==> src/core/int_unit_pkg.sv <==
// Purpose: shared constants for the integer divide and bit-count unit
// Assumes: single core clock, no software-visible registers
// Notes: latencies are in core clock cycles, counted from request to result
package int_unit_pkg;
	// ==========================================
	// operation and width codes
	localparam logic [1:0] OP_DIVIDE = 2'h0; // unsigned divide
	localparam logic [1:0] OP_SIGNED_DIVIDE = 2'h1; // signed_divide
	localparam logic [1:0] OP_SET_BIT_COUNT = 2'h2; // set_bit_count
	localparam logic [1:0] OP_LEADING_ZERO_COUNT = 2'h3; // leading_zero_count
	localparam logic [1:0] WIDTH_8 = 2'h0; // 8-bit divide, not characterised
	localparam logic [1:0] WIDTH_16 = 2'h1;
	localparam logic [1:0] WIDTH_32 = 2'h2;
	localparam logic [1:0] WIDTH_64 = 2'h3;
	// ==========================================
	// latency figures
	localparam int unsigned DIV_SMALL_LATENCY = 20; // msb at bit 0..2
	localparam int unsigned DIV_SMALL_MSB_LIMIT = 3; // first msb position using the sum
	localparam int unsigned DIV_BASE_LATENCY = 16; // unsigned base plus msb index
	localparam int unsigned SDIV_BASE_LATENCY = 24; // signed base plus msb index
	localparam int unsigned DIV_FALLBACK_LATENCY = 20; // zero/oversize/8-bit dividend
	localparam int unsigned COUNT_LATENCY = 1; // bit counts answer next cycle
endpackage

==> src/core/bit_counter.sv <==
// Purpose: set-bit count and leading-zero count over a 64-bit word
// Assumes: narrow operands arrive in the low bits
// Notes: purely combinational; the caller registers the result
module bit_counter #(
	parameter int WIDTH = 64
) (
	input wire logic [WIDTH-1:0] operand,
	input wire logic wide_mode,
	output logic [$clog2(WIDTH):0] ones,
	output logic [$clog2(WIDTH):0] lead_zeros,
	output logic [$clog2(WIDTH)-1:0] msb_index
);
	localparam int CW = $clog2(WIDTH) + 1;
	// ==========================================
	// counting
	// upper half is masked in narrow mode so stray high bits never count
	always_comb begin
		logic [WIDTH-1:0] word;
		logic found;
		word = wide_mode ? operand : {{(WIDTH/2){1'b0}}, operand[WIDTH/2-1:0]};
		ones = '0;
		found = 1'b0;
		lead_zeros = wide_mode ? CW'(WIDTH) : CW'(WIDTH/2);
		msb_index = '0;
		for (int i = 0; i < WIDTH; i++) begin
			ones = ones + CW'(word[i]); // RQ5
		end
		// scan down from the top; first one seen stops the count
		for (int i = WIDTH - 1; i >= 0; i--) begin
			if (!found && word[i]) begin
				found = 1'b1;
				msb_index = ($clog2(WIDTH))'(i);
				lead_zeros = (wide_mode ? CW'(WIDTH - 1) : CW'(WIDTH/2 - 1)) - CW'(i); // RQ6 RQ7
			end
		end
	end
endmodule

==> src/core/int_divide_bitcount_unit.sv <==
// Purpose: integer divide with data-dependent latency plus bit counting
// Assumes: issue pipeline holds request until accepted (req_ready)
// Notes: one operation in flight; divide restores bit-serially then waits out latency
// Behaviour
// [RQ1] divide latency follows 16/32/64 operand width
// [RQ2] unsigned msb at bits 0-2: twenty cycles
// [RQ3] unsigned msb 3 or above: sixteen plus index
// [RQ4] signed: twenty-four plus msb index of magnitude
// [RQ5] set bit count returns number of ones
// [RQ6] leading zeros counted from msb downward
// [RQ7] counts use 32 or 64 bits by mode
// [RQ8] zero, oversize, 8-bit divides take fixed twenty
module int_divide_bitcount_unit #(
	parameter int WIDTH = 64
) (
	input wire logic ref_clk,
	input wire logic rst,
	input wire logic req_valid,
	output logic req_ready,
	input wire logic [1:0] req_op,
	input wire logic [1:0] req_width,
	input wire logic wide_mode,
	input wire logic [WIDTH-1:0] dividend,
	input wire logic [WIDTH-1:0] divisor,
	output logic res_valid,
	output logic [WIDTH-1:0] quotient,
	output logic [WIDTH-1:0] remainder,
	output logic [WIDTH-1:0] count_result,
	output logic div_by_zero
);
	localparam int LW = 8; // latency counter width
	localparam int IW = $clog2(WIDTH);
	// sequencer: IDLE takes requests, DIVIDE shifts, WAIT pads latency, DONE answers
	typedef enum logic [1:0] {IDLE, DIVIDE, WAIT, DONE} state_t;
	state_t state;
	// ==========================================
	// width codes
	// local copies keep the case labels short; the package stays the only source
	localparam logic [1:0] WIDTH_SEL_16 = int_unit_pkg::WIDTH_16;
	localparam logic [1:0] WIDTH_SEL_32 = int_unit_pkg::WIDTH_32;
	localparam logic [1:0] WIDTH_SEL_64 = int_unit_pkg::WIDTH_64;
	// ==========================================
	// operand conditioning
	logic [WIDTH-1:0] width_mask; // live bits of this divide width
	logic [WIDTH-1:0] sign_bits; // one-hot sign position
	logic signed_op;
	logic dvd_neg, dsr_neg;
	logic [WIDTH-1:0] dvd_mag, dsr_mag;
	logic [IW:0] ones_unused, lz_unused;
	logic [IW-1:0] msb_idx;
	logic [IW:0] cnt_ones, cnt_lz;
	logic [IW-1:0] cnt_msb_unused;
	logic [LW-1:0] next_latency; // cycles the request must take
	// mask and sign position by width
	always_comb begin
		unique case (req_width)
			WIDTH_SEL_16: begin
				width_mask = WIDTH'(16'hFFFF);
				sign_bits = WIDTH'(16'h8000);
			end
			WIDTH_SEL_32: begin
				width_mask = WIDTH'(32'hFFFF_FFFF);
				sign_bits = WIDTH'(32'h8000_0000);
			end
			WIDTH_SEL_64: begin
				width_mask = '1;
				sign_bits = {1'b1, {(WIDTH-1){1'b0}}};
			end
			default: begin
				width_mask = WIDTH'(8'hFF);
				sign_bits = WIDTH'(8'h80);
			end
		endcase
	end
	// signed handling only for the signed_divide code; unsigned keeps raw bits
	assign signed_op = (req_op == int_unit_pkg::OP_SIGNED_DIVIDE);
	assign dvd_neg = signed_op && |(dividend & sign_bits);
	assign dsr_neg = signed_op && |(divisor & sign_bits);
	// magnitudes within the chosen width; upper bits cleared
	assign dvd_mag = (dvd_neg ? (~dividend + WIDTH'(1)) : dividend) & width_mask;
	assign dsr_mag = (dsr_neg ? (~divisor + WIDTH'(1)) : divisor) & width_mask;
	// msb of dividend magnitude found by the shared counter
	bit_counter #(.WIDTH(WIDTH)) u_msb (
		.operand(dvd_mag),
		.wide_mode(1'b1),
		.ones(ones_unused),
		.lead_zeros(lz_unused),
		.msb_index(msb_idx)
	);
	// counts of the bit-count operand itself
	// the counter sees the raw operand; narrow mode masking happens inside it
	bit_counter #(.WIDTH(WIDTH)) u_count (
		.operand(dividend),
		.wide_mode(wide_mode), // RQ7
		.ones(cnt_ones),
		.lead_zeros(cnt_lz),
		.msb_index(cnt_msb_unused)
	);
	// ==========================================
	// latency selection
	// a magnitude at or above 2^width cannot arise after masking, not even for the
	// signed minimum, whose magnitude lands on the sign bit and still follows the sum
	// the fallback branch wins first, so 8-bit and zero never reach the sums
	// the counter is 8 bits: 24 plus 63 is the largest figure, well inside
	always_comb begin
		if (req_width == int_unit_pkg::WIDTH_8 || dvd_mag == '0) begin
			next_latency = LW'(int_unit_pkg::DIV_FALLBACK_LATENCY); // RQ8
		end else if (signed_op) begin
			next_latency = LW'(int_unit_pkg::SDIV_BASE_LATENCY) + LW'(msb_idx); // RQ4
		end else if (32'(msb_idx) < int_unit_pkg::DIV_SMALL_MSB_LIMIT) begin
			next_latency = LW'(int_unit_pkg::DIV_SMALL_LATENCY); // RQ2
		end else begin
			next_latency = LW'(int_unit_pkg::DIV_BASE_LATENCY) + LW'(msb_idx); // RQ3 RQ1
		end
	end
	// ==========================================
	// divide state
	// remaining is loaded one short because the accepting edge counts as the first
	// step never outlasts remaining: latency exceeds the bit count by twelve or more, twelve being an 8-bit divide with msb 7
	logic [LW-1:0] remaining; // cycles left until result
	logic [IW:0] step; // bits left to shift through
	logic [WIDTH-1:0] acc_q, acc_r, dsr_hold;
	logic neg_q, neg_r, zero_div;
	logic [WIDTH:0] trial;
	logic accept;
	assign req_ready = (state == IDLE);
	assign accept = req_valid && req_ready;
	assign trial = {acc_r, acc_q[WIDTH-1]} - {1'b0, dsr_hold};
	// sequencer: one bit per cycle from the top, then idle until latency expires;
	// 64 restoring steps may exceed the documented latency, so the count, not
	// the arithmetic, sets when the result appears (arithmetic finishes first
	// only because the quotient is pre-shifted past leading zeros)
	always_ff @(posedge ref_clk or posedge rst) begin
		if (rst) begin
			state <= IDLE;
			remaining <= '0;
			step <= '0;
		end else begin
			unique case (state)
				IDLE: begin
					// bit counts skip the divide path entirely
					if (accept && req_op[1]) begin
						state <= DONE; // bit counts finish next cycle
					end else if (accept) begin
						state <= DIVIDE;
						remaining <= next_latency - LW'(1);
						step <= (IW+1)'(msb_idx) + (IW+1)'(1);
					end
				end
				DIVIDE: begin
					remaining <= remaining - LW'(1);
					step <= step - (IW+1)'(1);
					if (step == (IW+1)'(1)) begin
						state <= (remaining == LW'(1)) ? DONE : WAIT;
					end
				end
				WAIT: begin
					remaining <= remaining - LW'(1);
					if (remaining == LW'(1)) begin
						state <= DONE;
					end
				end
				DONE: begin
					// one cycle only: the pulse and the return to IDLE share it
					state <= IDLE;
				end
			endcase
		end
	end
	// datapath: quotient pre-aligned so its msb enters the remainder first
	// signs are applied only at the end, so the loop works on magnitudes
	always_ff @(posedge ref_clk or posedge rst) begin
		if (rst) begin
			acc_q <= '0;
			acc_r <= '0;
			dsr_hold <= '0;
			neg_q <= 1'b0;
			neg_r <= 1'b0;
			zero_div <= 1'b0;
		end else if (accept && !req_op[1]) begin
			acc_q <= dvd_mag << (WIDTH - 1 - int'(msb_idx));
			acc_r <= '0;
			dsr_hold <= dsr_mag;
			neg_q <= dvd_neg ^ dsr_neg;
			neg_r <= dvd_neg;
			zero_div <= (dsr_mag == '0);
		end else if (state == DIVIDE) begin
			if (!trial[WIDTH]) begin
				acc_r <= trial[WIDTH-1:0];
				acc_q <= {acc_q[WIDTH-2:0], 1'b1};
			end else begin
				acc_r <= {acc_r[WIDTH-2:0], acc_q[WIDTH-1]};
				acc_q <= {acc_q[WIDTH-2:0], 1'b0};
			end
		end
	end
	// ==========================================
	// result registers
	always_ff @(posedge ref_clk or posedge rst) begin
		if (rst) begin
			res_valid <= 1'b0;
			quotient <= '0;
			remainder <= '0;
			count_result <= '0;
			div_by_zero <= 1'b0;
		end else begin
			res_valid <= 1'b0;
			// count results are taken at the accepting edge from the combinational counter
			if (accept && req_op == int_unit_pkg::OP_SET_BIT_COUNT) begin
				count_result <= WIDTH'(cnt_ones); // RQ5
			end else if (accept && req_op == int_unit_pkg::OP_LEADING_ZERO_COUNT) begin
				count_result <= WIDTH'(cnt_lz); // RQ6
			end
			if (state == DONE) begin
				res_valid <= 1'b1;
			end
			// a zero divisor gives all ones and a zero remainder instead of a trap
			// divide answers one cycle before DONE leaves, so res_valid and data align
			if ((state == DIVIDE || state == WAIT) && remaining == LW'(1)) begin
				quotient <= zero_div ? '1 : (neg_q ? (~acc_q + WIDTH'(1)) : acc_q);
				remainder <= zero_div ? '0 : (neg_r ? (~acc_r + WIDTH'(1)) : acc_r);
				div_by_zero <= zero_div;
			end
		end
	end
endmodule

==> config.mk <==
export PLATFORM = sky130hd
export DESIGN_NAME = int_divide_bitcount_unit
export DESIGN_NICKNAME = d
export VERILOG_FILES = /design/src/core/int_unit_pkg.sv /design/src/core/bit_counter.sv /design/src/core/int_divide_bitcount_unit.sv
export SDC_FILE = /design/constraint.sdc
export NUM_CORES = 2
export LEC_CHECK = 0
export ABC_AREA = 1
export CAP_MARGIN = 10
export CELL_PAD_IN_SITES_DETAIL_PLACEMENT = 0
export CELL_PAD_IN_SITES_GLOBAL_PLACEMENT = 1
export CORE_MARGIN = 5
export CORE_UTILIZATION = 47
export DETAILED_ROUTE_END_ITERATION = 10
export DONT_BUFFER_PORTS = 1
export MAX_ROUTING_LAYER = met4
export PLACE_DENSITY_LB_ADDON = 0.2
export SLEW_MARGIN = 10
export SYNTH_ARGS = -nofsm -noshare
export SYNTH_HDL_FRONTEND = slang
export SYNTH_SLANG_ARGS = --single-unit
==> constraint.sdc <==
create_clock -name ref_clk -period 11.6 [get_ports ref_clk]
set_input_delay 1.16 -clock ref_clk [delete_from_list [all_inputs] [get_ports ref_clk]]
set_output_delay 1.16 -clock ref_clk [all_outputs]
set_load 0.01 [all_outputs]
==> After elaboration in Yosys (flattened, before gate mapping) <==
Cells that the tools add are included.
Widths: inputs -> output; s select.
{ "op_classes": {"n_addsub": 138, "magnitude_cmp": 1, "n_eq_ne": 16, "shifts": 1, "mux": 289, "bitwise": 9, "reduce_logical": 277} }
{ "op_table": {"columns": ["cell", "n"], "rows": [
  ["$mux 64", 14],
  ["$mux 7", 70],
  ["$add 7x1->7", 62],
  ["$mux 6", 65],
  ["$pmux 64 s3", 2],
  ["$add 64x1->64 const B", 4],
  ["$and 64x64->64", 4],
  ["$not 64->64", 4],
  ["$sub 6x6->7 const B", 32],
  ["$logic_and 1x1->1", 134],
  ["$mux 1", 129],
  ["$logic_not 64->1", 2],
  ["$reduce_or 64->1", 2],
  ["$logic_not 1->1", 127],
  ["$sub 6x5->7 const B", 16],
  ["$sub 65x64->65", 1],
  ["$shl 64x32->64", 1],
  ["$sub 6x4->7 const B", 8],
  ["$sub 6x3->7 const B", 4],
  ["$mux 8", 2],
  ["$pmux 8 s2", 1],
  ["$sub 8x1->8 const B", 2],
  ["$add 5x6->7 const A", 2],
  ["$pmux 7 s2", 1],
  ["other kinds (22)", 42]
]} }
{ "word_totals": {"ff_bits": 406, "input_bits": 136, "out_inout_bits": 195, "wordCells": 745} }

==> Longest topological paths before layout <==
{ "logic_depth": {"depth_word": 205, "mapped_depth": 45, "depth_no_buf": 42} }

==> By module <==
A second synthesis with hierarchy kept.
{ "hier_totals": {"hier_cells": 6306, "hier_area_um2": 38946.1} }
{ "by_module_without_submodules": {"columns": ["module", "instances", "cells_each", "area_each_um2", "seq_area_each_um2"], "rows": [
  ["int_divide_bitcount_unit", 1, 5333, 32147.1, 8733.4],
  ["bit_counter (u_msb)", 1, 485, 3409.5, 0.0],
  ["bit_counter (u_count)", 1, 488, 3389.5, 0.0]
]} }

==> Least setup slack after synthesis <==
OpenSTA, ideal clock, no wires.
{ "synth_timing": {"kind": "input to register", "startpoint": "in wide_mode", "endpoint": "reg count_result[6]", "t_arrival_ns": 7.650, "t_required_ns": 11.479, "slack_ns": 3.829, "stages": 27, "path_buffers": 4, "path_cell_list": "buf_6 > clkbuf_1 > clkbuf_1 > buf_2 > nand2_1 > inv_1 > fa_1 > inv_1 > fa_1 > fa_1 > inv_1 > fa_1 > inv_1 > fa_1 > fa_1 > fa_1 > fa_1 > inv_1 > fa_1 > fa_1 > a21o_1 > a21oi_1 > o21ai_0 > a21oi_1 > nor2_1 > nor2_1 > a2bb2oi_1"} }
{ "synth_between": {"elab_chain_len": 193, "elab_cells_between_ends": 353, "cone_classes": "95 x add/sub; 132 x mux; 126 x reduce/logical"} }
{ "synth_rtl": {"columns": ["item", "line_no", "source"], "rows": [
  ["start: declaration", "int_divide_bitcount_unit.sv:22", "input wire logic wide_mode,"],
  ["branches (longest 192 deep; another with $add 7x1->7)", null, null],
  ["$mux 64 *", "int_divide_bitcount_unit.sv:209", "if (accept && req_op == int_unit_pkg::OP_SET_BIT_COUNT) begin"],
  ["end signal: assignment", "int_divide_bitcount_unit.sv:210", "count_result <= WIDTH'(cnt_ones);"],
  ["end signal: assignment", "int_divide_bitcount_unit.sv:212", "count_result <= WIDTH'(cnt_lz);"],
  ["end: declaration", "int_divide_bitcount_unit.sv:28", "output logic [WIDTH-1:0] count_result,"]
]} }
Mark *: on every way between the ends. The select of a mux whose other input is x is not followed.
A chain may end at the register's enable or synchronous reset.

==> Worst setup path in the final report <==
{ "layout_timing": {"startpoint": "in req_width[1]", "endpoint": "reg acc_q[61]"} }
{ "layout_between": {"elab_chain_len": 200, "elab_cells_between_ends": 266, "cone_classes": "1 x add/sub; 3 x eq/ne; 1 x shift; 131 x mux; 2 x bitwise; 128 x reduce/logical"} }
{ "layout_rtl": {"columns": ["item", "line_no", "source"], "rows": [
  ["start: declaration", "int_divide_bitcount_unit.sv:21", "input wire logic [1:0] req_width,"],
  ["$eq 2x2->1 or $eq 2x1->1 (tied branches)", "int_divide_bitcount_unit.sv:56", "unique case (req_width)"],
  ["$pmux 64 s3", "int_divide_bitcount_unit.sv:56", null],
  ["$and 64x64->64", "int_divide_bitcount_unit.sv:77", "assign dvd_neg = signed_op && |(dividend & sign_bits);"],
  ["$reduce_or 64->1", "int_divide_bitcount_unit.sv:77", null],
  ["$logic_and 1x1->1", "int_divide_bitcount_unit.sv:77", null],
  ["$mux 64", "int_divide_bitcount_unit.sv:80", "assign dvd_mag = (dvd_neg ? (~dividend + WIDTH'(1)) : dividend) & width_mask;"],
  ["$and 64x64->64 *", "int_divide_bitcount_unit.sv:80", null],
  ["$mux 1", "bit_counter.sv:30", "if (!found && word[i]) begin"],
  ["[184 not listed]", null, null],
  ["$logic_and 1x1->1", "bit_counter.sv:30", null],
  ["$mux 1", "bit_counter.sv:30", null],
  ["$logic_not 1->1", "bit_counter.sv:30", null],
  ["$logic_and 1x1->1", "bit_counter.sv:30", null],
  ["$mux 6", "bit_counter.sv:30", null],
  ["$sub 6x6->7", "int_divide_bitcount_unit.sv:181", "acc_q <= dvd_mag << (WIDTH - 1 - int'(msb_idx));"],
  ["$shl 64x32->64 *", "int_divide_bitcount_unit.sv:181", null],
  ["$mux 64 *", "int_divide_bitcount_unit.sv:180", "end else if (accept && !req_op[1]) begin"],
  ["end signal: assignment", "int_divide_bitcount_unit.sv:181", null],
  ["end signal: assignment", "int_divide_bitcount_unit.sv:190", "acc_q <= {acc_q[WIDTH-2:0], 1'b1};"],
  ["end signal: assignment", "int_divide_bitcount_unit.sv:193", "acc_q <= {acc_q[WIDTH-2:0], 1'b0};"],
  ["end: declaration", "int_divide_bitcount_unit.sv:122", "logic [WIDTH-1:0] acc_q, acc_r, dsr_hold;"]
]} }
Mark *: on every way between the ends. The rest lies on a longest branch, timed or not.

==> impl_metrics.prom <==
# TYPE chip_impl_metric gauge
chip_impl_metric{name="buffer_ports.inserted",unit=""} 0
chip_impl_info{name="run_status",value="finished clean"} 1
chip_impl_metric{name="layout.area.seq",unit="µm²"} 8735
chip_impl_metric{name="synth-async-reset-ratio",unit="%"} 100.0
chip_impl_metric{name="grt_pass1_wl",unit="mm"} 191.8
chip_impl_metric{name="whs_path_depth",unit=""} 2
chip_impl_metric{name="detailedRoute.firstPassIterationCount",unit=""} 6
chip_impl_metric{name="overflow",unit=""} 0
chip_impl_metric{name="timing.final.crit_period",unit="ps"} 7634
chip_impl_metric{name="clock.fmax",unit="MHz"} 131.0
chip_impl_metric{name="drtIter0Drc",unit=""} 3537
chip_impl_metric{name="worst_ir_drop_vdd",unit="mV"} 0.5558
chip_impl_metric{name="clk_pin_slew_worst_paths",unit="ps"} 60
chip_impl_metric{name="half_perimeter_wire_length_after_detailed_placement",unit="mm"} 95.25
chip_impl_metric{name="filler_free_cell_count_of_the_finished_design",unit=""} 6194
chip_impl_metric{name="hold_buffers",unit=""} 0
chip_impl_metric{name="route.detailed.wl_per_inst",unit="µm"} 19.86
chip_impl_metric{name="average_cell_area_after_synthesis",unit="µm²"} 6.341
chip_impl_metric{name="final_layout_size_suffix_gt1_share",unit="%"} 4.349
chip_impl_info{name="yosys-top-cells-count",value="sky130_fd_sc_hd__nand2_1, sky130_fd_sc_hd__inv_1, sky130_fd_sc_hd__nand3_1"} 1
chip_impl_metric{name="clock_network_fraction_of_total_power",unit="%"} 14.2
chip_impl_metric{name="final_util",unit="%"} 49.99
chip_impl_metric{name="synth_area",unit="µm²"} 33960
chip_impl_info{name="timing.hold.worst.start",value="dsr_hold[59]"} 1
chip_impl_metric{name="nNetsFinal",unit=""} 5503
chip_impl_info{name="clock_tree_from_tritoncts",value="done"} 1
chip_impl_metric{name="yosysSeqAreaShare",unit="%"} 25.71
chip_impl_metric{name="initial_core_util",unit="%"} 47.43
chip_impl_metric{name="ant_nets",unit=""} 0
chip_impl_metric{name="worst-endpoint-required",unit="ps"} 12080
chip_impl_info{name="critPathMostFrequentCell",value="sky130_fd_sc_hd__nand2_1"} 1
chip_impl_metric{name="synth_top_area_share",unit="%"} 25.71
chip_impl_metric{name="final_routed_wirelength_across_all_metal_layers",unit="mm"} 123.0
chip_impl_metric{name="core",unit="µm²"} 71610
chip_impl_metric{name="p_seq_share",unit="%"} 23.4
chip_impl_metric{name="cts_buffers",unit=""} 44
chip_impl_metric{name="hold_violations",unit=""} 0
chip_impl_info{name="rr_startpoint",value="acc_q[63]"} 1
chip_impl_metric{name="die-height",unit="µm"} 278.8
chip_impl_metric{name="placed_cells",unit=""} 6116
chip_impl_metric{name="post_cts_resize_count",unit=""} 0
chip_impl_metric{name="number_of_antenna_violations_at_the_first_check_in_global_routing",unit=""} 2
chip_impl_metric{name="fp-row-count",unit=""} 98
chip_impl_info{name="commonest_register_cell_after_synthesis",value="sky130_fd_sc_hd__dfrtp_1"} 1
chip_impl_metric{name="timing.final.setup_violations",unit=""} 0
chip_impl_metric{name="insertion_delay",unit="ps"} 610
chip_impl_metric{name="synth-warning-count",unit=""} 0
chip_impl_metric{name="finalWeightedCongestion",unit=""} 0.9626
chip_impl_metric{name="timing.max_cap.violations",unit=""} 0
chip_impl_metric{name="slew_viol_final",unit=""} 0
chip_impl_metric{name="grt_start_max_net_pins",unit=""} 154
chip_impl_metric{name="ff2ff_setup_slack",unit="ps"} 5440
chip_impl_metric{name="timing.slew.headroom",unit="%"} 28.62
chip_impl_info{name="crit_path_start_kind",value="input pin"} 1
chip_impl_metric{name="internal_power",unit="W"} 0.004957
chip_impl_info{name="critical-path-slowest-cell",value="sky130_fd_sc_hd__clkinv_1"} 1
chip_impl_metric{name="remaining_drc_errors",unit=""} 0
chip_impl_info{name="grt_setup_unrepaired",value="no"} 1
chip_impl_metric{name="distinct_cells_synth",unit=""} 72
chip_impl_metric{name="die_x",unit="µm"} 278.8
chip_impl_metric{name="worst_path_largest_cell_delay",unit="ps"} 790
chip_impl_metric{name="clock_tree.buffer_depth",unit=""} 3
chip_impl_info{name="yosysTopAreaCell",value="sky130_fd_sc_hd__dfrtp_1"} 1
chip_impl_metric{name="grt_use_total",unit="%"} 31.48
chip_impl_info{name="post-synth-top-count-cell",value="sky130_fd_sc_hd__nand2_1"} 1
chip_impl_metric{name="power.density",unit="nW/µm²"} 286.0
chip_impl_metric{name="worst-path-buf-inv",unit=""} 7
chip_impl_info{name="path_delay_family",value="buffers and inverters"} 1
chip_impl_info{name="setup.worst_path.class",value="in2reg"} 1
chip_impl_info{name="critical_path.endpoint_type",value="flip-flop"} 1
chip_impl_metric{name="routed-via-count",unit=""} 35350
chip_impl_metric{name="post_synthesis_cells",unit=""} 5356
chip_impl_metric{name="postCtsSetupBuffers",unit=""} 0
chip_impl_metric{name="timing.final.crit_share",unit="%"} 65.81
chip_impl_info{name="top_area_cells_in_the_synthesized_netlist",value="sky130_fd_sc_hd__dfrtp_1, sky130_fd_sc_hd__nand2_1, sky130_fd_sc_hd__nand3_1, sky130_fd_sc_hd__inv_1, sky130_fd_sc_hd__o21ai_0"} 1
chip_impl_metric{name="vias_per_cell",unit=""} 5.707
chip_impl_metric{name="rr_worst_depth",unit=""} 40
chip_impl_metric{name="cts.sink_count",unit=""} 349
chip_impl_metric{name="layout.cell_area.non_filler",unit="µm²"} 35800
chip_impl_metric{name="cp_data_arrival_time",unit="ps"} 8110
chip_impl_metric{name="area_growth_from_synthesis_to_layout",unit="%"} 5.401
chip_impl_metric{name="htree_levels",unit=""} 2
chip_impl_metric{name="worstMarginPinSlew",unit="ps"} 1071
chip_impl_metric{name="setup_tns_final",unit="ps"} 0
chip_impl_metric{name="first_global_vias",unit=""} 33670
chip_impl_metric{name="share_comb_of_total_power",unit="%"} 62.5
chip_impl_info{name="crit-reg2reg-capture",value="acc_r[48]"} 1
chip_impl_metric{name="die-area",unit="µm²"} 77740
chip_impl_metric{name="postPlaceCellArea",unit="µm²"} 34290
chip_impl_metric{name="clock-skew-final",unit="ps"} 18.94
chip_impl_metric{name="switching_power",unit="W"} 0.005282
chip_impl_info{name="timing.hold.worst.class",value="reg2reg"} 1
chip_impl_metric{name="synth_edf_count",unit=""} 0
chip_impl_metric{name="leak",unit="nW"} 17.52
chip_impl_metric{name="critical_path_peak_fanout",unit=""} 65
chip_impl_info{name="hold-path-endpoint",value="dsr_hold[59]"} 1
chip_impl_metric{name="p_sw_share",unit="%"} 51.59
chip_impl_metric{name="fill_cells",unit=""} 7563
chip_impl_info{name="ctsRootBufferMaster",value="sky130_fd_sc_hd__clkbuf_16"} 1
chip_impl_metric{name="multi_input_area",unit="µm²"} 21470
chip_impl_metric{name="ios",unit=""} 331
chip_impl_metric{name="postSynthRegisterBits",unit=""} 349
## how the worst max path moves through the flow
stage                      start      endpoint  cells after the start
floorplan                    rst      acc_q[0]                      1
global placement    req_width[1]  remaining[5]                     33
detailed placement  req_width[1]  remaining[2]                     30
CTS                 req_width[1]  remaining[5]                     33
global route        req_width[1]  remaining[5]                     33
finish              req_width[1]     acc_q[61]                     25
## metrics by stage
| step | worst slack [ps] | hold slack [ps] | power, W |
|---|---|---|---|
| final | 3966 | 485.0 | 0.01024 |
| after global routing | 3389 | 513.4 | 0.01126 |
| after CTS | 4141 | 489.2 | 0.01026 |
| after detailed placement | 3513 | 475.3 | 0.008747 |
| after global placement | 3588 | 465.5 | 0.008685 |
| after floorplan | 761.5 | 451.7 | 0.007132 |
## flip-flops by register name, summed over array words and instances, names as in the netlist
name / count
acc_q: 64
acc_r: 64
dsr_hold: 64
quotient: 64
remainder: 64
remaining: 8
count_result: 7
step: 7
state: 2
div_by_zero: 1
neg_q: 1
neg_r: 1
res_valid: 1
zero_div: 1
## layer usage
| metal | track usage [%] | wire length [µm] |
|---|---|---|
| met5 | - | 0 |
| met4 | 9.940 | 4547 |
| met3 | 5.142 | 7862 |
| met2 | 52.59 | 59410 |
| met1 | 39.31 | 51190 |
## power groups by stage
stage | registers [W] | clock network, W | logic (W)
after global routing | 0.00247 | 0.00152 | 0.00727
final | 0.00240 | 0.00145 | 0.00639
after CTS | 0.00240 | 0.00148 | 0.00639
after global placement | 0.00240 | 0 | 0.00628
after floorplan | 0.00221 | 0 | 0.00492
after detailed placement | 0.00241 | 0 | 0.00633
## cell families (layout without fill, tap and decap cells)
| family | count (synthesis) | in the layout | synth area share, % |
|---|---|---|---|
| and+or+nand+nor | 2793 | 2793 | 36.10 |
| DFF | 349 | 349 | 25.71 |
| AOI/OAI and AO/OA | 974 | 974 | 16.54 |
| other | 1 | 59 | 0.01104 |
| adders and majority gates | 155 | 155 | 6.926 |
| xor gates and xnor gates | 110 | 110 | 2.837 |
| buffers and inverters | 974 | 804 | 11.87 |
## area by class of cell
| cell class | count | area share, % |
|---|---|---|
| Multi-Input combinational cell | 4089 | 59.99 |
| Sequential cell | 349 | 24.40 |
| Inverter | 692 | 7.284 |
| Clock buffer | 57 | 3.495 |
| Tap cell | 950 | 3.321 |
| Timing Repair Buffer | 36 | 0.7899 |
| Clock inverter | 19 | 0.7095 |
| Antenna cell | 2 | 0.01398 |
## tightest hold or removal path, delay by kind of cell, from the launching register on
kind               cells  cell delay (ps)
AOI/OAI and AO/OA      1               60
DFF                    1              340
and+or+nand+nor        1               50
## layout by cell type (no fill, tap or decap), types with 26 or more instances in the layout
cell                           n
sky130_fd_sc_hd__a21oi_1     221
sky130_fd_sc_hd__buf_4        35
sky130_fd_sc_hd__nand3_1     638
sky130_fd_sc_hd__nor4_1       40
sky130_fd_sc_hd__conb_1       57
sky130_fd_sc_hd__xnor2_1      36
sky130_fd_sc_hd__a31oi_1      57
sky130_fd_sc_hd__ha_1        100
sky130_fd_sc_hd__nand4_1      96
sky130_fd_sc_hd__o21ai_0     427
sky130_fd_sc_hd__dfrtp_1     348
sky130_fd_sc_hd__nand2_1    1208
sky130_fd_sc_hd__o22ai_1      26
sky130_fd_sc_hd__o211ai_1     48
sky130_fd_sc_hd__xor2_1       74
sky130_fd_sc_hd__inv_1       667
sky130_fd_sc_hd__a22oi_1      27
sky130_fd_sc_hd__o21ai_1      37
sky130_fd_sc_hd__clkbuf_16    45
sky130_fd_sc_hd__fa_1         55
sky130_fd_sc_hd__nor3_1      126
sky130_fd_sc_hd__nor2_1      561
(Power assumes the default switching activity.)
